## config.mk

```make
export PLATFORM = sky130hd
export DESIGN_NAME = dld_top
export DESIGN_NICKNAME = d
export VERILOG_FILES = /design/src/hw/dld_pkg.sv /design/src/hw/dld_tmr_if.sv /design/src/hw/dld_timer.sv /design/src/hw/dld_top.sv
export VERILOG_INCLUDE_DIRS = /design/src /design/src/hw
export SDC_FILE = /design/constraint.sdc
export NUM_CORES = 1
export LEC_CHECK = 0
export BUFFER_PORTS_ARGS = -buffer_cell sky130_fd_sc_hd__buf_2
export CAP_MARGIN = 20
export CORE_AREA = 2 2 110 112
export CTS_CLUSTER_DIAMETER = 60
export DETAILED_ROUTE_END_ITERATION = 8
export DIE_AREA = 0 0 112 114
export GPL_TIMING_DRIVEN = 0
export MAX_ROUTING_LAYER = met4
export PLACE_DENSITY = 0.92
export SYNTH_ARGS = -nofsm -noshare
export SYNTH_HDL_FRONTEND = slang
export SYNTH_SLANG_ARGS = --single-unit
export TNS_END_PERCENT = 1
```

## constraint.sdc

```tcl
create_clock -name CLOCK -period 5.1 [get_ports CLOCK]
set_clock_uncertainty 0.1 [all_clocks]
set_input_delay 0.51 -clock CLOCK [delete_from_list [all_inputs] [get_ports CLOCK]]
set_output_delay 0.51 -clock CLOCK [all_outputs]
set_load 0.05 [all_outputs]
```

## src/hw/dld_map.svh

```systemverilog
// register map, field positions, reset values and time constants of the load diagnostic control
`ifndef DLD_MAP_SVH
`define DLD_MAP_SVH

// register offsets
`define DLD_OFS_STATE      8'h04
`define DLD_OFS_MAIN       8'h05
`define DLD_OFS_AVG        8'h06
`define DLD_OFS_RAMP       8'h07
`define DLD_OFS_THRESH     8'h08
`define DLD_OFS_RPT12      8'h0A
`define DLD_OFS_RPT34      8'h0B
`define DLD_OFS_RPTLO      8'h0C

// reset values
`define DLD_RST_STATE      8'h55
`define DLD_RST_MAIN       8'h00
`define DLD_RST_AVG        8'h00
`define DLD_RST_RAMP       8'h00
`define DLD_RST_THRESH     8'h11

// main control fields
`define DLD_BIT_ABORT      7
`define DLD_BUFW_HI        6
`define DLD_BUFW_LO        5
`define DLD_BIT_END_SKIP   2
`define DLD_BIT_DET_OFF    1
`define DLD_BIT_AUTO_SKIP  0

// averaging / line-out fields
`define DLD_BIT_RAIL_AVG   6
`define DLD_LAVG_HI        5
`define DLD_LAVG_LO        4
`define DLD_LO_TOP         3

// ramp / settle fields
`define DLD_LRAMP_HI       7
`define DLD_LRAMP_LO       6
`define DLD_LSET_HI        5
`define DLD_LSET_LO        4
`define DLD_RRAMP_HI       3
`define DLD_RRAMP_LO       2
`define DLD_RSET_HI        1
`define DLD_RSET_LO        0

// threshold fields
`define DLD_TH1_HI         7
`define DLD_TH1_LO         4
`define DLD_TH2_HI         3
`define DLD_TH2_LO         0

// channel state code that requests a diagnostic
`define DLD_STATE_DIAG     2'h3

// clock rate in MHz (cycles per microsecond)
`define DLD_CLK_MHZ        8'h7D

// times in microseconds
`define DLD_T_0P2MS_US     16'h00C8
`define DLD_T_0P7MS_US     16'h02BC
`define DLD_T_1MS_US       16'h03E8
`define DLD_T_2MS_US       16'h07D0
`define DLD_T_2P5MS_US     16'h09C4
`define DLD_T_5MS_US       16'h1388
`define DLD_T_10MS_US      16'h2710
`define DLD_T_10P7MS_US    16'h29CC
`define DLD_T_15MS_US      16'h3A98
`define DLD_T_20MS_US      16'h4E20
`define DLD_T_21P3MS_US    16'h5334
`define DLD_T_30MS_US      16'h7530
`define DLD_T_42P7MS_US    16'hA6CC

`endif

```

## src/hw/dld_pkg.sv

```systemverilog
// types of the load diagnostic control
package dld_pkg;

   // sequencer states, one-hot
   typedef enum logic [8:0] {
      ST_IDLE        = 9'h001,
      ST_BUF_WAIT    = 9'h002,
      ST_RAIL_RAMP   = 9'h004,
      ST_RAIL_SETTLE = 9'h008,
      ST_RAIL_AVG    = 9'h010,
      ST_LOAD_RAMP   = 9'h020,
      ST_LOAD_SETTLE = 9'h040,
      ST_LOAD_AVG    = 9'h080,
      ST_END_WAIT    = 9'h100
   } dld_state_type;

   typedef logic [15:0] dld_time_type;

endpackage

```

## src/hw/dld_tmr_if.sv

```systemverilog
// interval timer link between the sequencer and its timer
`timescale 1ns/10ps
interface dld_tmr_if;
   logic                   start;
   logic                   stop;
   logic [15:0]            time_us;
   logic                   done;

   modport ctrl (output start, output stop, output time_us, input done);
   modport tmr  (input start, input stop, input time_us, output done);
endinterface

```

## src/hw/dld_timer.sv

```systemverilog
// microsecond interval timer with cycle prescaler
`timescale 1ns/10ps
`include "dld_map.svh"
module dld_timer
   import dld_pkg::*;
#(
   parameter logic [7:0] CYC_PER_US = `DLD_CLK_MHZ
) (
   // clock and reset
   input  wire logic      clk,
   input  wire logic      rst,
   // sequencer side
   dld_tmr_if.tmr         t
);

   logic                   run;
   logic [7:0]             pre;
   dld_time_type           us_left;

   // count whole microseconds; one start restarts, stop wins over everything
   always_ff @(posedge clk) begin
      if (rst || t.stop) begin
         run     <= 1'b0;
         pre     <= 8'h00;
         us_left <= 16'h0000;
         t.done  <= 1'b0;
      end else if (t.start) begin
         run     <= 1'b1;
         pre     <= 8'h00;
         us_left <= t.time_us;
         t.done  <= 1'b0;
      end else begin
         t.done <= 1'b0;
         if (run) begin
            if (pre == CYC_PER_US - 8'h01) begin // cycles derived from the clock rate
               pre <= 8'h00;
               if (us_left <= 16'h0001) begin
                  run    <= 1'b0;
                  t.done <= 1'b1;
               end else begin
                  us_left <= us_left - 16'h0001;
               end
            end else begin
               pre <= pre + 8'h01;
            end
         end
      end
   end

endmodule // dld_timer

```

## src/hw/dld_top.sv

```systemverilog
// DC load diagnostic control: registers, request collection, sequencer and result flags
//
// Behaviour
// abort bit 7 set ends any running diagnostic; clear means normal operation
// buffer wait field selects 1, 2, 5 or 10 ms
// wait-bypass bit 2 clear runs the end waiting loop; set skips it; with detect-off bit 1 set the loop is skipped either way
// detect-off bit 1 skips shorted, open and line-out detection
// auto bypass bit 0 clear starts diagnostics on Hi-Z exit or fault
// rail short averaging is 0.2 ms when bit 6 is 0, else 0.7 ms
// load averaging field: rail time, 10.7, 21.3 or 42.7 ms
// line-out check per channel only when its enable bit is set, bit 3 ch1
// load phase ramp field gives 15, 30, 10 or 20 ms
// load phase settle field gives 10, 5, 20 or 15 ms
// rail phase ramp field gives 5, 2.5, 10 or 15 ms
// rail phase settle field gives 10, 5, 20 or 30 ms
// channel 1 and 2 four-bit short thresholds, default code 0001
// writing state code 11 for a channel starts its diagnostic
// read-only result flags per channel, channel 1 ground short at bit 7
// rail phase before load phase, each ramp then settle then average
// intervals counted in clock cycles from configured millisecond values
`timescale 1ns/10ps
`include "dld_map.svh"
module dld_top
   import dld_pkg::*;
#(
   parameter logic [7:0] CYC_PER_US = `DLD_CLK_MHZ
) (
   // clock and reset
   input  wire logic         CLOCK,
   input  wire logic         SYS_RST,
   // register port
   input  wire logic [7:0]   REG_ADDR,
   input  wire logic [7:0]   REG_WDATA,
   input  wire logic         REG_WE,
   input  wire logic         REG_RE,
   output logic      [7:0]   REG_RDATA,
   // channel events from the output stages
   input  wire logic [3:0]   CH_HIZ_EXIT,
   input  wire logic [3:0]   CH_FAULT,
   // measurement results from the analog front end
   input  wire logic [3:0]   MEAS_GND_SHORT,
   input  wire logic [3:0]   MEAS_SUPPLY_SHORT,
   input  wire logic [3:0]   MEAS_OPEN,
   input  wire logic [3:0]   MEAS_SHORTED,
   input  wire logic [3:0]   MEAS_LINEOUT,
   // diagnostic control toward the output stages
   output logic              DIAG_BUSY,
   output logic              DIAG_DONE,
   output logic [3:0]        DIAG_CH,
   output logic              PHASE_LOAD,
   output logic              STEP_RAMP,
   output logic              STEP_SETTLE,
   output logic              STEP_AVG,
   output logic [3:0]        LINEOUT_CHECK,
   output logic [3:0]        SHORT_THRESH_1,
   output logic [3:0]        SHORT_THRESH_2
);

   logic [7:0]             chan_state;
   logic [7:0]             ctrl_main;
   logic [7:0]             ctrl_avg;
   logic [7:0]             ctrl_ramp;
   logic [7:0]             ctrl_thresh;
   logic [3:0]             gnd_flag;
   logic [3:0]             sup_flag;
   logic [3:0]             open_flag;
   logic [3:0]             shrt_flag;
   logic [3:0]             lo_flag;
   logic [3:0]             pend;
   logic [3:0]             new_req;
   logic [3:0]             lo_en;
   dld_state_type          state;
   dld_state_type          next_state;
   dld_time_type           next_time;
   dld_time_type           rail_avg_t;
   logic                   diag_abort;
   logic                   diag_end_wait_skip;
   logic                   diag_load_detect_off;
   logic                   diag_auto_run_skip;
   logic                   wr_state;
   logic                   take;
   logic                   finish;

   dld_tmr_if tmr ();

   dld_timer #(
      .CYC_PER_US (CYC_PER_US)
   ) u_timer (
      .clk (CLOCK),
      .rst (SYS_RST),
      .t   (tmr)
   );

   assign diag_abort           = ctrl_main[`DLD_BIT_ABORT];
   assign diag_end_wait_skip   = ctrl_main[`DLD_BIT_END_SKIP];
   assign diag_load_detect_off = ctrl_main[`DLD_BIT_DET_OFF];
   assign diag_auto_run_skip   = ctrl_main[`DLD_BIT_AUTO_SKIP];
   assign wr_state             = REG_WE && (REG_ADDR == `DLD_OFS_STATE);
   assign take                 = (state == ST_IDLE) && (next_state == ST_BUF_WAIT);
   assign finish               = (state != ST_IDLE) && (next_state == ST_IDLE) && !diag_abort;

   // writable registers; reserved bits are kept as read/write storage
   always_ff @(posedge CLOCK) begin
      if (SYS_RST) begin
         chan_state  <= `DLD_RST_STATE;
         ctrl_main   <= `DLD_RST_MAIN;
         ctrl_avg    <= `DLD_RST_AVG;
         ctrl_ramp   <= `DLD_RST_RAMP;
         ctrl_thresh <= `DLD_RST_THRESH;
      end else if (REG_WE) begin
         unique case (REG_ADDR)
            `DLD_OFS_STATE:  chan_state  <= REG_WDATA;
            `DLD_OFS_MAIN:   ctrl_main   <= REG_WDATA;
            `DLD_OFS_AVG:    ctrl_avg    <= REG_WDATA;
            `DLD_OFS_RAMP:   ctrl_ramp   <= REG_WDATA;
            `DLD_OFS_THRESH: ctrl_thresh <= REG_WDATA;
            default: ;
         endcase
      end
   end

   // per-channel requests, line-out enables and result flags
   genvar gi;
   generate
      for (gi = 0; gi < 4; gi++) begin : g_ch
         // channel gi+1 owns state field bits [7-2gi:6-2gi]
         assign new_req[gi] = (wr_state && (REG_WDATA[7-2*gi -: 2] == `DLD_STATE_DIAG)) ||
                              (!diag_auto_run_skip && (CH_HIZ_EXIT[gi] || CH_FAULT[gi]));
         assign lo_en[gi]   = ctrl_avg[`DLD_LO_TOP-gi];

         // flags clear when a run takes the channel and set at the end of averaging
         always_ff @(posedge CLOCK) begin
            if (SYS_RST) begin
               gnd_flag[gi]  <= 1'b0;
               sup_flag[gi]  <= 1'b0;
               open_flag[gi] <= 1'b0;
               shrt_flag[gi] <= 1'b0;
               lo_flag[gi]   <= 1'b0;
            end else if (take && pend[gi]) begin
               gnd_flag[gi]  <= 1'b0;
               sup_flag[gi]  <= 1'b0;
               open_flag[gi] <= 1'b0;
               shrt_flag[gi] <= 1'b0;
               lo_flag[gi]   <= 1'b0;
            end else if (DIAG_CH[gi] && tmr.done && !diag_abort) begin
               if (state == ST_RAIL_AVG) begin
                  gnd_flag[gi] <= MEAS_GND_SHORT[gi];
                  sup_flag[gi] <= MEAS_SUPPLY_SHORT[gi];
               end
               if (state == ST_LOAD_AVG) begin
                  open_flag[gi] <= MEAS_OPEN[gi];
                  shrt_flag[gi] <= MEAS_SHORTED[gi];
                  lo_flag[gi]   <= MEAS_LINEOUT[gi] && lo_en[gi];
               end
            end
         end
      end
   endgenerate

   // pending channels; a new request wins over the clear at take
   always_ff @(posedge CLOCK) begin
      if (SYS_RST || diag_abort) begin
         pend <= 4'h0;
      end else begin
         pend <= (pend & ~(take ? pend : 4'h0)) | new_req;
      end
   end

   // sequencer next state: rail phase first, then load phase
   always_comb begin
      next_state = state;
      if (diag_abort) begin
         next_state = ST_IDLE;
      end else begin
         unique case (state)
            ST_IDLE:        if (pend != 4'h0) next_state = ST_BUF_WAIT;
            ST_BUF_WAIT:    if (tmr.done) next_state = ST_RAIL_RAMP;
            ST_RAIL_RAMP:   if (tmr.done) next_state = ST_RAIL_SETTLE;
            ST_RAIL_SETTLE: if (tmr.done) next_state = ST_RAIL_AVG;
            ST_RAIL_AVG:    if (tmr.done) next_state = diag_load_detect_off ? ST_IDLE : ST_LOAD_RAMP;
            ST_LOAD_RAMP:   if (tmr.done) next_state = ST_LOAD_SETTLE;
            ST_LOAD_SETTLE: if (tmr.done) next_state = ST_LOAD_AVG;
            ST_LOAD_AVG:    if (tmr.done) next_state = diag_end_wait_skip ? ST_IDLE : ST_END_WAIT;
            ST_END_WAIT:    if (tmr.done) next_state = ST_IDLE;
            default:        next_state = ST_IDLE;
         endcase
      end
   end

   // interval for the state being entered
   always_comb begin
      rail_avg_t = ctrl_avg[`DLD_BIT_RAIL_AVG] ? `DLD_T_0P7MS_US : `DLD_T_0P2MS_US;
      next_time  = `DLD_T_1MS_US;
      unique case (next_state)
         ST_BUF_WAIT, ST_END_WAIT: begin
            // the end loop reuses the buffer wait length
            unique case (ctrl_main[`DLD_BUFW_HI:`DLD_BUFW_LO])
               2'h0: next_time = `DLD_T_1MS_US;
               2'h1: next_time = `DLD_T_2MS_US;
               2'h2: next_time = `DLD_T_5MS_US;
               2'h3: next_time = `DLD_T_10MS_US;
            endcase
         end
         ST_RAIL_RAMP: begin
            unique case (ctrl_ramp[`DLD_RRAMP_HI:`DLD_RRAMP_LO])
               2'h0: next_time = `DLD_T_5MS_US;
               2'h1: next_time = `DLD_T_2P5MS_US;
               2'h2: next_time = `DLD_T_10MS_US;
               2'h3: next_time = `DLD_T_15MS_US;
            endcase
         end
         ST_RAIL_SETTLE: begin
            unique case (ctrl_ramp[`DLD_RSET_HI:`DLD_RSET_LO])
               2'h0: next_time = `DLD_T_10MS_US;
               2'h1: next_time = `DLD_T_5MS_US;
               2'h2: next_time = `DLD_T_20MS_US;
               2'h3: next_time = `DLD_T_30MS_US;
            endcase
         end
         ST_RAIL_AVG: next_time = rail_avg_t;
         ST_LOAD_RAMP: begin
            unique case (ctrl_ramp[`DLD_LRAMP_HI:`DLD_LRAMP_LO])
               2'h0: next_time = `DLD_T_15MS_US;
               2'h1: next_time = `DLD_T_30MS_US;
               2'h2: next_time = `DLD_T_10MS_US;
               2'h3: next_time = `DLD_T_20MS_US;
            endcase
         end
         ST_LOAD_SETTLE: begin
            unique case (ctrl_ramp[`DLD_LSET_HI:`DLD_LSET_LO])
               2'h0: next_time = `DLD_T_10MS_US;
               2'h1: next_time = `DLD_T_5MS_US;
               2'h2: next_time = `DLD_T_20MS_US;
               2'h3: next_time = `DLD_T_15MS_US;
            endcase
         end
         ST_LOAD_AVG: begin
            unique case (ctrl_avg[`DLD_LAVG_HI:`DLD_LAVG_LO])
               2'h0: next_time = rail_avg_t;
               2'h1: next_time = `DLD_T_10P7MS_US;
               2'h2: next_time = `DLD_T_21P3MS_US;
               2'h3: next_time = `DLD_T_42P7MS_US;
            endcase
         end
         default: next_time = `DLD_T_1MS_US;
      endcase
   end

   // state register and timer launch; the timer starts one cycle after entry
   always_ff @(posedge CLOCK) begin
      if (SYS_RST) begin
         state       <= ST_IDLE;
         tmr.start   <= 1'b0;
         tmr.stop    <= 1'b1;
         tmr.time_us <= `DLD_T_1MS_US;
      end else begin
         state       <= next_state;
         tmr.start   <= (next_state != state) && (next_state != ST_IDLE);
         tmr.stop    <= diag_abort;
         tmr.time_us <= next_time;
      end
   end

   // outputs toward the output stages, all registered
   always_ff @(posedge CLOCK) begin
      if (SYS_RST) begin
         DIAG_BUSY      <= 1'b0;
         DIAG_DONE      <= 1'b0;
         DIAG_CH        <= 4'h0;
         PHASE_LOAD     <= 1'b0;
         STEP_RAMP      <= 1'b0;
         STEP_SETTLE    <= 1'b0;
         STEP_AVG       <= 1'b0;
         LINEOUT_CHECK  <= 4'h0;
         SHORT_THRESH_1 <= 4'(`DLD_RST_THRESH >> `DLD_TH1_LO);
         SHORT_THRESH_2 <= 4'(`DLD_RST_THRESH);
      end else begin
         DIAG_BUSY      <= next_state != ST_IDLE;
         DIAG_DONE      <= finish;
         if (take) begin
            DIAG_CH <= pend;
         end else if (next_state == ST_IDLE) begin
            DIAG_CH <= 4'h0;
         end
         PHASE_LOAD     <= next_state inside {ST_LOAD_RAMP, ST_LOAD_SETTLE, ST_LOAD_AVG};
         STEP_RAMP      <= next_state inside {ST_RAIL_RAMP, ST_LOAD_RAMP};
         STEP_SETTLE    <= next_state inside {ST_RAIL_SETTLE, ST_LOAD_SETTLE};
         STEP_AVG       <= next_state inside {ST_RAIL_AVG, ST_LOAD_AVG};
         LINEOUT_CHECK  <= (next_state == ST_LOAD_AVG) ? (lo_en & DIAG_CH) : 4'h0;
         SHORT_THRESH_1 <= ctrl_thresh[`DLD_TH1_HI:`DLD_TH1_LO];
         SHORT_THRESH_2 <= ctrl_thresh[`DLD_TH2_HI:`DLD_TH2_LO];
      end
   end

   // read data, one cycle after the read strobe; unmapped reads give zero
   always_ff @(posedge CLOCK) begin
      if (SYS_RST) begin
         REG_RDATA <= 8'h00;
      end else if (REG_RE) begin
         unique case (REG_ADDR)
            `DLD_OFS_STATE:  REG_RDATA <= chan_state;
            `DLD_OFS_MAIN:   REG_RDATA <= ctrl_main;
            `DLD_OFS_AVG:    REG_RDATA <= ctrl_avg;
            `DLD_OFS_RAMP:   REG_RDATA <= ctrl_ramp;
            `DLD_OFS_THRESH: REG_RDATA <= ctrl_thresh;
            `DLD_OFS_RPT12:  REG_RDATA <= {gnd_flag[0], sup_flag[0], open_flag[0], shrt_flag[0],
                                           gnd_flag[1], sup_flag[1], open_flag[1], shrt_flag[1]};
            `DLD_OFS_RPT34:  REG_RDATA <= {gnd_flag[2], sup_flag[2], open_flag[2], shrt_flag[2],
                                           gnd_flag[3], sup_flag[3], open_flag[3], shrt_flag[3]};
            `DLD_OFS_RPTLO:  REG_RDATA <= {4'h0, lo_flag[0], lo_flag[1], lo_flag[2], lo_flag[3]};
            default:         REG_RDATA <= 8'h00;
         endcase
      end
   end

endmodule // dld_top

```

* Word-level counts from Yosys, hierarchy flattened *
Index checks and enable logic that the tools add are counted.
Widths: inputs -> output; s select.

storage, ports and cells
  input port bits = 48
  flip-flop bits (word level) = 147
  word-level logic and storage cells = 220
  output and inout bits = 30

operators by class
  add/sub/neg operators = 2
  magnitude comparators = 1
  bitwise operators = 7
  equal/unequal tests = 53
  reduce and logical (&&, ||, !) cells = 77
  muxes and demuxes = 35

operators with widths
  cell                   number
  $pmux 16 s4            6
  $pmux 16 s7            1
  $mux 9                 11
  $pmux 9 s9             1
  $mux 16                4
  $pmux 8 s8             1
  $eq 2x2->1 const B     16
  $eq 8x3->1 const B     4
  $eq 8x4->1 const B     4
  $logic_and 1x1->1      29
  $reduce_and 2->1       13
  $eq 9x1->1 const B     2
  $eq 9x2->1 const B     2
  $eq 9x3->1 const B     2
  $eq 9x4->1 const B     2
  $eq 9x5->1 const B     2
  $eq 9x6->1 const B     2
  $eq 9x7->1 const B     2
  $eq 9x8->1 const B     2
  $eq 9x9->1 const B     2
  $ne 9x1->1 const B     2
  $le 16x1->1 const B    1
  $sub 16x1->16 const B  1
  $reduce_or 2->1        7
  other kinds (22)       56

* Logic depth before layout (Yosys ltp) *
Gate-level depths: netlist of run 1.

  depth after elaboration = 10
  gate-level depth with buffers = 11
  depth with buffers taken out = 9

* Cells and area by module *
A second synthesis of run 1 with hierarchy kept.

unflattened totals
  cell total of the unflattened synthesis = 882
  area total of the unflattened synthesis = 7561.0 um^2

modules (own cells, without submodules)
  module     instances  area each (um^2)  cells each
  dld_top    1          6139.6            719
  dld_timer  1          1421.4            163

* Worst setup path before layout of run 1 *
OpenSTA, ideal clock, no wires.

  kind = reg-to-reg
  start = reg state[2]
  end = reg tmr.time_us[11]
  arrival time = 2379 ps
  path buffers = 1
  required time = 4926 ps
  cell stages (with the launch flop) = 8
  slack = 2547 ps
  clock period less this slack = 2553 ps
  cells stage by stage = dfxtp_1 or4_1 or3_4 o31a_1 or3_1 buf_6 o32a_1 a31oi_1

between the ends
  word-level cells in the longest chain between the ends = 6
  elaborated cells between the ends (all ways) = 30
  those cells by class = 17 x eq/ne; 12 x mux; 1 x reduce/logical

ends and longest elaborated chain
  what                                      line             RTL
  from (decl)                               dld_top.sv:72    dld_state_type state;
  from (signal assigned)                    dld_top.sv:257   state <= next_state;
  $eq 9x9->1, or another cell as far along  dld_top.sv:175   unique case (state)
  $pmux 9 s9 (*)                            dld_top.sv:175
  $mux 9 (*)                                dld_top.sv:172   if (diag_abort) begin
  $eq 9x2->1 or $eq 9x9->1 (tied branches)  dld_top.sv:194   unique case (next_state)
  $reduce_or 2->1                           dld_top.sv:194
  $pmux 16 s7 (*)                           dld_top.sv:194
  to (signal assigned)                      dld_top.sv:255   tmr.time_us <= `DLD_T_1MS_US;
  to (signal assigned)                      dld_top.sv:260   tmr.time_us <= next_time;
  to (decl)                                 dld_tmr_if.sv:6  logic [15:0] time_us;

Every way passes the cells marked *; elsewhere a longest branch is shown, timed or not.
A chain may end at the register's enable or synchronous reset.

* Worst setup path in the final report of run 1 *
  start = reg state[5]
  end = reg LINEOUT_CHECK[3]

between the ends
  word-level cells in the longest chain between the ends = 6
  elaborated cells between the ends (all ways) = 23
  those cells by class = 10 x eq/ne; 11 x mux; 1 x bitwise; 1 x reduce/logical

ends and longest elaborated chain
  what                                      line            RTL
  $eq 9x9->1, or another cell as far along  dld_top.sv:175
  $pmux 9 s9 (*)                            dld_top.sv:175
  $mux 9 (*)                                dld_top.sv:172
  $eq 9x8->1 (*)                            dld_top.sv:289  LINEOUT_CHECK <= (next_state == ST_LOAD_AVG) ? (lo_en & DIAG_CH) : 4'h0;
  $not 1->1 (no source line) (*)            --
  $reduce_or 2->1 (no source line) (*)      --
  to (signal assigned)                      dld_top.sv:289
  to (decl)                                 dld_top.sv:54   output logic [3:0] LINEOUT_CHECK,

Marks and branches as above.

==> results by group, run 1 <==
GRT
  • Total gr overflow: 0
  • Pin count of the biggest net entering global routing: 17
  • Antenna violations before repair: 0
  • GRT Resource Usage Total: 0.331
  • Vias in the first global route: 6372
  • First-pass GRT wire length: 32600 um

Pwr
  • Static leakage: 3.24 nW
  • Maximum vdd drop: 459 uV
  • Power density over the cells: 325 nW/um2
  • Power Total: 2.68 mW

Setup path
  • Buffers & Inverters on Critical Path: 1
  • CP startpoint: state[5]
  • Crit-path max FO: 10
  • Crit path DAT: 3.54 ns
  • Startpoint types: flip-flop
  • Data required time of the worst path: 5.38 ns
  • Worst path slowest cell: nor3_1
  • Kind of critical path: flip-flop to flip-flop
  • CP top delay family: simple AND/OR/NAND/NOR gates
  • CP peak stage delay: 0.59 ns
  • Worst R2R Start: state[5]
  • Crit. End Element: flip-flop
  • Cell Chain, Critical Path: clkbuf_1 > nor3_1 > o2111ai_1 > o211a_1 > a21o_1 > or2_2 > nor2_1 > and3_1

Timing
  • Final Cycle Share: 0.641
  • Fin. Hold Viols: 0
  • Final worst slack: 1.83 ns
  • Setup TNS Final: 0 ns
  • Worst-Margin Slew: 1.05 ns
  • Unrepaired setup endpoints after global routing: no
  • Count of final setup violators: 0
  • Fmax: 306 MHz
  • Slew margin rel.: 0.293
  • Fin. max-slew vios: 0
  • Crit path time final: 3.27 ns

Status
  • Status: finished, final reports clean

Synthesis
  • Synthesized instance count: 846
  • Yosys cell types: 58
  • Synth area leaders: dfxtp_1, mux2i_1, nor2_1
  • Yosys top cell area share: 0.408
  • Most used DFF post-synth: dfxtp_1
  • Syn Std Cell Area: 7120 um2
  • Ys Warns: 0
  • Sequential area share after synthesis: 0.408
  • Post-Syn Area per Cell: 8.42 um2
  • Synthesized flop and latch total: 145
  • Async S/R FF share, synth: 0
  • Syn nets: 925
  • EDFF count, synth: 0
  • Largest area contributor in the netlist: dfxtp_1

Layout
  • Cell Count, Final, Fillers Out: 1100
  • # nets final: 1019
  • Final Util: 0.705
  • # diodes: 0
  • Area Growth Syn to Fin: 16.0%
  • Commonest non-fill, non-tap cell in the layout: dfxtp_1
  • Commonest non-fill, non-tap cells in the layout: dfxtp_1, nor2_1, nand2_1
  • Ratio of cells with drive above 1 in the final layout: 0.129

Clock tree
  • Clock tree sinks: 145
  • Root buf cell: clkbuf_16
  • Post-CTS Repair Setup Buffers: 0
  • Clk buf depth: 2
  • Post-CTS Hold Buffers: 0
  • # H-tree levels: 4
  • Reg clk slew, reported paths: 0.07 ns
  • CTS Buf Count: 17
  • Clk_lat worst skew: 0.44 ns
  • PostCTS Resize Cnt: 0
  • CTS tree: done

Detailed routing
  • DR pass1 iterations: 6
  • DRC: 0
  • DRT iter0 DRCs: 1022
  • WL/cell: 18.6 um
  • Vias/cell: 6.29
  • Routed Antenna Nets: 0
  • Vias: 6920
  • Final wirelength: 20400 um

Place
  • Worst slack, placed: 1.92 ns
  • Placed cell count: 1068
  • DP HPWL: 14400 um
  • Port Buffers: 75
  • GP Congestion: 0.987

Hold path
  • Min-Delay Path Class: input pin to flip-flop
  • Hold_sp: MEAS_SUPPLY_SHORT[3]

Floorplanning
  • I/O Pins: 78
  • Die height: 114 um
  • Core Area: 11700 um2
  • Die span in x: 112 um
  • Row count: 40
  • Die footprint: 12800 um2
  • Initial Util: 0.608

Run
  • Max-cap violation count: 0
## state kept, by name, indices dropped and copies added, names as in the netlist, 4 cells and up
register,count
SHORT_THRESH_2,4
state,9
DIAG_CH,4
u_timer.pre,8
open_flag,4
gnd_flag,4
ctrl_thresh,8
LINEOUT_CHECK,4
REG_RDATA,8
ctrl_main,8
sup_flag,4
lo_flag,4
chan_state,8
tmr.time_us,14
ctrl_ramp,8
pend,4
shrt_flag,4
u_timer.us_left,16
SHORT_THRESH_1,4
ctrl_avg,8
## logic make-up (layout without fill, tap and decap cells)
group,count (synthesis),after routing,synth area share
muxes,57,57,0.0840
adders and majority gates,31,31,0.0545
AOI/OAI and AO/OA,149,149,0.131
xor gates and xnor gates,27,27,0.0332
and+or+nand+nor,365,365,0.250
DFF,145,145,0.408
buffers and inverters,72,179,0.0390
## cells in the mapped netlist, types with 2 or more instances
cell,instances
o32ai_1,3
xor2_1,9
nand3b_1,8
a21oi_1,60
mux2_2,2
o2111ai_1,5
mux2i_1,53
a211o_1,2
a22oi_1,8
nand4b_1,4
nand3_1,37
o22ai_1,7
o221ai_1,5
nor2b_1,11
nand2b_1,10
nand2_1,88
a221o_1,4
a21o_1,2
or3_1,6
nor3b_1,5
mux4_2,2
or4_1,11
a31oi_1,10
and3_1,11
xnor2_1,18
and4b_1,2
and2_1,2
o21bai_1,2
nor4_1,9
o21ai_0,24
inv_1,25
clkbuf_1,40
buf_1,5
o211ai_1,2
ha_1,31
nor3_1,18
dfxtp_1,145
or2_2,8
nand4_1,21
nor2_1,110
a211oi_1,4
## worst register-to-register path, cell delays in order, from the launching register on
cell and delay (ns):
dfxtp_1 0.30, clkbuf_1 0.22, nor3_1 0.59, o2111ai_1 0.31, o211a_1 0.31, a21o_1 0.32, or2_2 0.37, nor2_1 0.42
and3_1 0.27
## metrics by stage
step                hold WS (ns)  cell area, um2
floorplan                  0.331            7120
global placement           0.338            7680
detailed placement         0.344            7680
CTS                        0.213            8260
global route               0.221            8260
finish                     0.207            8260
## layer usage
layer / track usage / vias up / part of all wire
met3: 0.0691 / 69 / 0.10
met2: 0.503 / 469 / 0.45
li1: - / 3182 / -
met4: 0.110 / 0 / 0.030
met5: - / - / 0
met1: 0.445 / 3200 / 0.42
## final cells by class
class	instances	area (um2)
clock inverters	14	143
well taps	147	184
fillers	871	3450
inverters	26	97.6
plain buffers	46	180
multi-input cells	629	3940
clock buffers	18	439
flip-flops and latches	145	2900
repair buffers	75	375
## path summary, 6_finish.rpt
kind                            cells after the start  slack, ns               end
worst min register to register                      2       0.36     chan_state[7]
worst max-delay path                                8       1.83  LINEOUT_CHECK[3]
worst max register to register                      8       1.83  LINEOUT_CHECK[3]
worst min-delay path                                3       0.21       sup_flag[3]
## report_power, final
| group | switching [mW] | leakage (nW) | internal (mW) |
|---|---|---|---|
| sequential | 0.0192 | 1.17 | 1.16 |
| clock | 0.537 | 0.282 | 0.699 |
| combinational | 0.183 | 1.78 | 0.0863 |
| total | 0.739 | 3.24 | 1.94 |
No activity file was read; power rests on OpenSTA's default activity.
==> inputs of run 2 (changes only) <==
--- a/config.mk
+++ b/config.mk
@@ -8,13 +8,13 @@
 export LEC_CHECK = 0
 export BUFFER_PORTS_ARGS = -buffer_cell sky130_fd_sc_hd__buf_2
 export CAP_MARGIN = 20
-export CORE_AREA = 2 2 110 112
+export CORE_AREA = 2 2 113 115
 export CTS_CLUSTER_DIAMETER = 60
 export DETAILED_ROUTE_END_ITERATION = 8
-export DIE_AREA = 0 0 112 114
+export DIE_AREA = 0 0 115 117
 export GPL_TIMING_DRIVEN = 0
 export MAX_ROUTING_LAYER = met4
-export PLACE_DENSITY = 0.92
+export PLACE_DENSITY = 0.88
 export SYNTH_ARGS = -nofsm -noshare
 export SYNTH_HDL_FRONTEND = slang
 export SYNTH_SLANG_ARGS = --single-unit
==> constraint.sdc (replaced) <==
create_clock -name CLOCK -period 3.2 [get_ports CLOCK]
set_clock_uncertainty 0.1 [all_clocks]
set_input_delay 0.32 -clock CLOCK [delete_from_list [all_inputs] [get_ports CLOCK]]
set_output_delay 0.32 -clock CLOCK [all_outputs]
set_load 0.05 [all_outputs]
==> run 2 against run 1 <==
Effect of this change: non-clock buffer count unchanged; first-iteration DRC count decreased by 17%; final cell count increased by 0.36%; maximum frequency increased by 9.0%; global-route usage decreased by 2.2 points; final area about the same; largest power group unchanged; highest routed layer unchanged.
==> results by group, run 2 (same netlist as run 1, synthesis figures left out) <==
GRT
  • Antenna violations before repair: 1
  • Vias in the first global route: 6324
  • GRT Resource Usage Total: 0.309
  • Total gr overflow: 0
  • First-pass GRT wire length: 31700 um
  • Pin count of the biggest net entering global routing: 17

Setup path
  • Worst R2R Start: state[3]
  • Kind of critical path: flip-flop to flip-flop
  • R2R Path End: LINEOUT_CHECK[1]
  • Startpoint types: flip-flop
  • Worst Reg2Reg Path Length in Cells: 7
  • R2R setup slack: 0.20 ns
  • Data required time of the worst path: 3.47 ns
  • Crit. End Element: flip-flop
  • Crit path DAT: 3.27 ns
  • Crit-path max FO: 10

Timing
  • Fin. Hold Viols: 0
  • Fin. max-slew vios: 0
  • Count of final setup violators: 0
  • Final worst slack: 0.201 ns
  • Worst-Margin Slew: 1.03 ns
  • Fmax: 333 MHz
  • Crit path time final: 3.00 ns
  • Slew margin rel.: 0.312
  • WHS: 0.0201 ns
  • Final Cycle Share: 0.937

Clock tree
  • # H-tree levels: 4
  • Clock tree sinks: 145
  • Reg clk slew, reported paths: 0.07 ns
  • Clk buf depth: 2
  • Clk_lat worst skew: 0.43 ns
  • Root buf cell: clkbuf_16
  • CTS tree: done
  • Post-CTS Hold Buffers: 0
  • CTS Buf Count: 17

Layout
  • # nets final: 1019
  • Biggest register: u_timer.us_left
  • Area Growth Syn to Fin: 16.1%
  • Commonest non-fill, non-tap cell in the layout: dfxtp_1
  • Ratio of cells with drive above 1 in the final layout: 0.132
  • Max reg flops: 16
  • Filler cells: 959
  • Final instance area: 8270 um2
  • Commonest non-fill, non-tap cells in the layout: dfxtp_1, nor2_1, nand2_1
  • Cell Count, Final, Fillers Out: 1104
  • Top Registers: u_timer.us_left: 16 flops, tmr.time_us: 14 flops, state: 9 flops

Floorplanning
  • Row count: 41
  • Die height: 117 um
  • Initial Util: 0.578
  • Die span in x: 115 um
  • Core Area: 12300 um2
  • I/O Pins: 78
  • Die footprint: 13500 um2

Place
  • Port Buffers: 75
  • Area after DPL: 7680 um2
  • Worst slack, placed: 0.162 ns
  • Placed cell count: 1071
  • GP Congestion: 0.977
  • DP HPWL: 14200 um

Pwr
  • Flop pwr share: 0.446
  • Maximum vdd drop: 355 uV
  • Combinational share of power: 0.104
  • Power density over the cells: 509 nW/um2
  • Sw power: 1.20 mW
  • Sw Ratio: 0.284
  • Clock group share of total power: 0.450
  • Static leakage: 3.24 nW
  • Power Total: 4.21 mW
  • Cell Int Power: 3.01 mW

Hold path
  • Hold Crit Endpoint: sup_flag[3]
  • Hold_sp: MEAS_SUPPLY_SHORT[3]
  • Hold depth: 3
  • Min-Delay Path Class: input pin to flip-flop

Detailed routing
  • DR pass1 iterations: 5
  • Final wirelength: 19900 um
  • Routed Antenna Nets: 0
  • DRT iter0 DRCs: 851
  • DRC: 0
  • Vias/cell: 6.22
  • WL/cell: 18.0 um
  • Vias: 6868

Run
  • Max-cap violation count: 0

Status
  • Status: finished, final reports clean
==> run 2: cell count changes in the layout (fill, tap and decap cells not counted), sizes merged <==
cell    delta
bufinv     -1
clkbuf     -1
clkinv     -2
diode      +1
inv        +4
==> run 2: per-layer routing <==
layer | share of wire | global-route usage | wire [um]
met1 | 0.41 | 0.406 | 8190
met2 | 0.45 | 0.462 | 8950
met3 | 0.11 | 0.0639 | 2160
met4 | 0.031 | 0.139 | 626
met5 | 0 | - | 0
==> run 2: timing repair <==
item	CTS	global route
setup endpoints to repair	0	20
gates resized for setup	0	5
buffers inserted	0	0
==> run 2: final cells by class <==
cell class | count | area [um2] | area share
Clock inverter | 15 | 136 | 0.0165
Sequential cell | 145 | 2900 | 0.351
Buffer | 46 | 181 | 0.0219
Inverter | 26 | 97.6 | 0.0118
Antenna cell | 1 | 2.50 | 0.000303
Timing Repair Buffer | 75 | 375 | 0.0454
Tap cell | 150 | 188 | 0.0227
Clock buffer | 17 | 425 | 0.0515
Multi-Input combinational cell | 629 | 3960 | 0.479
==> run 2: critical path, cell delays in order, from the launching register on <==
cell	delay [ns]
dfxtp_1	0.32
clkbuf_2	0.20
nor4_1	0.47
nand4b_1	0.46
a21o_1	0.41
or2_2	0.38
nor2_1	0.36
and3_1	0.24
==> run 2: power by group through the flow <==
| stage | Clock (mW) | Sequential, mW | Combinational, mW |
|---|---|---|---|
| floorplan | 0 | 1.94 | 0.254 |
| global placement | 0 | 1.92 | 0.409 |
| detailed placement | 0 | 1.92 | 0.411 |
| CTS | 1.90 | 1.88 | 0.420 |
| global route | 1.98 | 1.88 | 0.469 |
| finish | 1.89 | 1.88 | 0.437 |
==> run 2: worst max path at each step <==
stage / depth (start not counted) / startpoint / to / slack (ns)
2_1_floorplan: 7 / state[2] / tmr.time_us[11] / 0.65
6_report: 7 / state[3] / LINEOUT_CHECK[1] / 0.20
4_1_cts: 7 / state[5] / tmr.time_us[10] / 0.12
5_1_grt: 8 / state[3] / tmr.time_us[10] / -0.001
3_5_place_dp: 8 / state[5] / tmr.time_us[10] / 0.16
3_3_place_gp: 8 / state[5] / tmr.time_us[10] / 0.15
==> run 2: metrics by stage <==
stage	utilization	setup TNS, ns
after floorplan	-	0
after global placement	0.624	0
after detailed placement	0.624	0
after CTS	0.670	0
after global routing	0.671	-0.00136
final	0.671	0
==> inputs of run 3 (changes only) <==
--- a/config.mk
+++ b/config.mk
@@ -8,13 +8,14 @@
 export LEC_CHECK = 0
 export BUFFER_PORTS_ARGS = -buffer_cell sky130_fd_sc_hd__buf_2
 export CAP_MARGIN = 20
-export CORE_AREA = 2 2 113 115
+export CORE_AREA = 2 2 117 108
+export CTS_BUF_LIST = sky130_fd_sc_hd__clkbuf_8
 export CTS_CLUSTER_DIAMETER = 60
 export DETAILED_ROUTE_END_ITERATION = 8
-export DIE_AREA = 0 0 115 117
+export DIE_AREA = 0 0 119 110
 export GPL_TIMING_DRIVEN = 0
 export MAX_ROUTING_LAYER = met4
-export PLACE_DENSITY = 0.88
+export PLACE_DENSITY = 0.9
 export SYNTH_ARGS = -nofsm -noshare
 export SYNTH_HDL_FRONTEND = slang
 export SYNTH_SLANG_ARGS = --single-unit
==> run 3 against run 2 <==
Effect of this change: worst setup slack got worse by 0.12 ns; combinational power rose by 2%; maximum frequency fell by 3.7%; sequential power barely moved; highest routed layer unchanged; critical path depth rose by 2; largest cell class unchanged; hold slack improved by 0.0040 ns; non-clock buffer count rose by 14; critical path type unchanged.
==> results by group, run 3 (same netlist as run 1, synthesis figures left out) <==
Pwr
  • Sw power: 1.14 mW
  • Cell Int Power: 2.65 mW
  • Static leakage: 3.22 nW
  • Clock group share of total power: 0.388
  • Flop pwr share: 0.495
  • Power density over the cells: 459 nW/um2
  • Maximum vdd drop: 431 uV
  • Combinational share of power: 0.117
  • Sw Ratio: 0.301

Floorplanning
  • Row count: 38
  • Die footprint: 13100 um2
  • Initial Util: 0.601
  • Core Area: 11800 um2
  • Die height: 110 um
  • I/O Pins: 78
  • Die span in x: 119 um

GRT
  • Antenna violations before repair: 0
  • First-pass GRT wire length: 31600 um
  • Pin count of the biggest net entering global routing: 17
  • Vias in the first global route: 6327
  • Total gr overflow: 0
  • GRT Resource Usage Total: 0.317

Timing
  • Worst-Margin Slew: 0.965 ns
  • Unrepaired setup endpoints after global routing: yes
  • Crit path time final: 3.12 ns
  • Final Cycle Share: 0.974
  • WHS: 0.0241 ns
  • Final worst slack: 0.0845 ns
  • Fin. Hold Viols: 0
  • Count of final setup violators: 0
  • Slew margin rel.: 0.351
  • Fmax: 321 MHz
  • Fin. max-slew vios: 0

Detailed routing
  • WL/cell: 17.8 um
  • Vias: 6922
  • Routed Antenna Nets: 0
  • DRC: 0
  • DRT iter0 DRCs: 797
  • DR pass1 iterations: 5
  • Vias/cell: 6.14
  • Final wirelength: 20100 um

Setup path
  • Crit. End Element: flip-flop
  • Kind of critical path: flip-flop to flip-flop
  • Data required time of the worst path: 3.42 ns
  • Crit-path max FO: 10
  • Startpoint types: flip-flop
  • Crit path DAT: 3.34 ns

Clock tree
  • Clock tree sinks: 145
  • Reg clk slew, reported paths: 0.10 ns
  • CTS Buf Count: 17
  • Clk buf depth: 2
  • # H-tree levels: 4
  • Clk_lat worst skew: 0.48 ns
  • CTS tree: done
  • Root buf cell: clkbuf_8

Place
  • DP HPWL: 14100 um
  • Worst slack, placed: 0.138 ns
  • GP Congestion: 1.01
  • Port Buffers: 75

Run
  • Max-cap violation count: 0

Layout
  • Commonest non-fill, non-tap cells in the layout: dfxtp_1, nor2_1, nand2_1
  • Area Growth Syn to Fin: 15.8%
  • Commonest non-fill, non-tap cell in the layout: dfxtp_1
  • Filler cells: 888
  • # diodes: 0
  • Max reg flops: 16
  • # nets final: 1033
  • Multi-input gate area: 3960 um2
  • Ratio of cells with drive above 1 in the final layout: 0.129
  • Storage cell area: 2900 um2
  • Biggest register: u_timer.us_left
  • Top Registers: u_timer.us_left: 16 flops, tmr.time_us: 14 flops, state: 9 flops

Hold path
  • Min-Delay Path Class: input pin to flip-flop

Status
  • Status: finished, final reports clean
run 3: final timing paths:
path	from	to	slack, ns	depth (start not counted)
worst max-delay path	state[3]	tmr.time_us[13]	0.08	9
worst min-delay path	MEAS_LINEOUT[3]	lo_flag[3]	0.02	3
worst max register to register	state[3]	tmr.time_us[13]	0.08	9
worst min register to register	ctrl_main[4]	ctrl_main[4]	0.36	2
run 3: power groups by stage:
stage | clock [mW] | combinational [mW] | sequential [mW]
after floorplan | 0 | 0.254 | 1.94
after global placement | 0 | 0.408 | 1.91
after detailed placement | 0 | 0.411 | 1.91
after CTS | 1.47 | 0.428 | 1.87
after global routing | 1.54 | 0.480 | 1.88
final | 1.47 | 0.444 | 1.87
run 3: layer usage:
layer / share of wire / track usage / wire [um] / vias to the layer above
li1: - / - / - / 3206
met4: 0.031 / 0.149 / 631 / 0
met1: 0.42 / 0.409 / 8460 / 3215
met2: 0.44 / 0.474 / 8770 / 439
met3: 0.11 / 0.0766 / 2210 / 62
met5: 0 / - / 0 / -
run 3: final cells by class:
type                    instances  share of cell area
clock buffers                  17              0.0284
inverters                      26              0.0118
multi-input cells             629               0.480
well taps                     160              0.0243
clock inverters                15              0.0191
plain buffers                  46              0.0219
repair buffers                 89              0.0625
flip-flops and latches        145               0.352
run 3: worst max-delay path, stage by stage, from the launching register on:
cell and delay [ns]:
dfxtp_1 0.34, clkbuf_1 0.39, xor2_1 0.18, o2111ai_1 0.32, o211a_1 0.38, or3_1 0.16
clkbuf_1 0.37, nor3_1 0.13, nor3_1 0.41, a31oi_1 0.19
run 3: through the flow:
stage | util | power, mW | TNS [ns] | cell area (um2) | std cells
after floorplan | - | 2.19 | 0 | 7120 | 846
after global placement | 0.650 | 2.32 | 0 | 7690 | 1081
after detailed placement | 0.650 | 2.33 | 0 | 7690 | 1081
after CTS | 0.695 | 3.77 | 0 | 8230 | 1127
after global routing | 0.696 | 3.90 | -0.180 | 8250 | 1127
final | 0.696 | 3.79 | 0 | 8250 | 1127
run 3: timing repair:
action | in CTS | in global routing
resized for setup | 0 | 3
setup endpoints to repair | 0 | 18
hold endpoints to repair | 14 | 0
buffers inserted | 0 | 0
hold buffers | 14 | 0
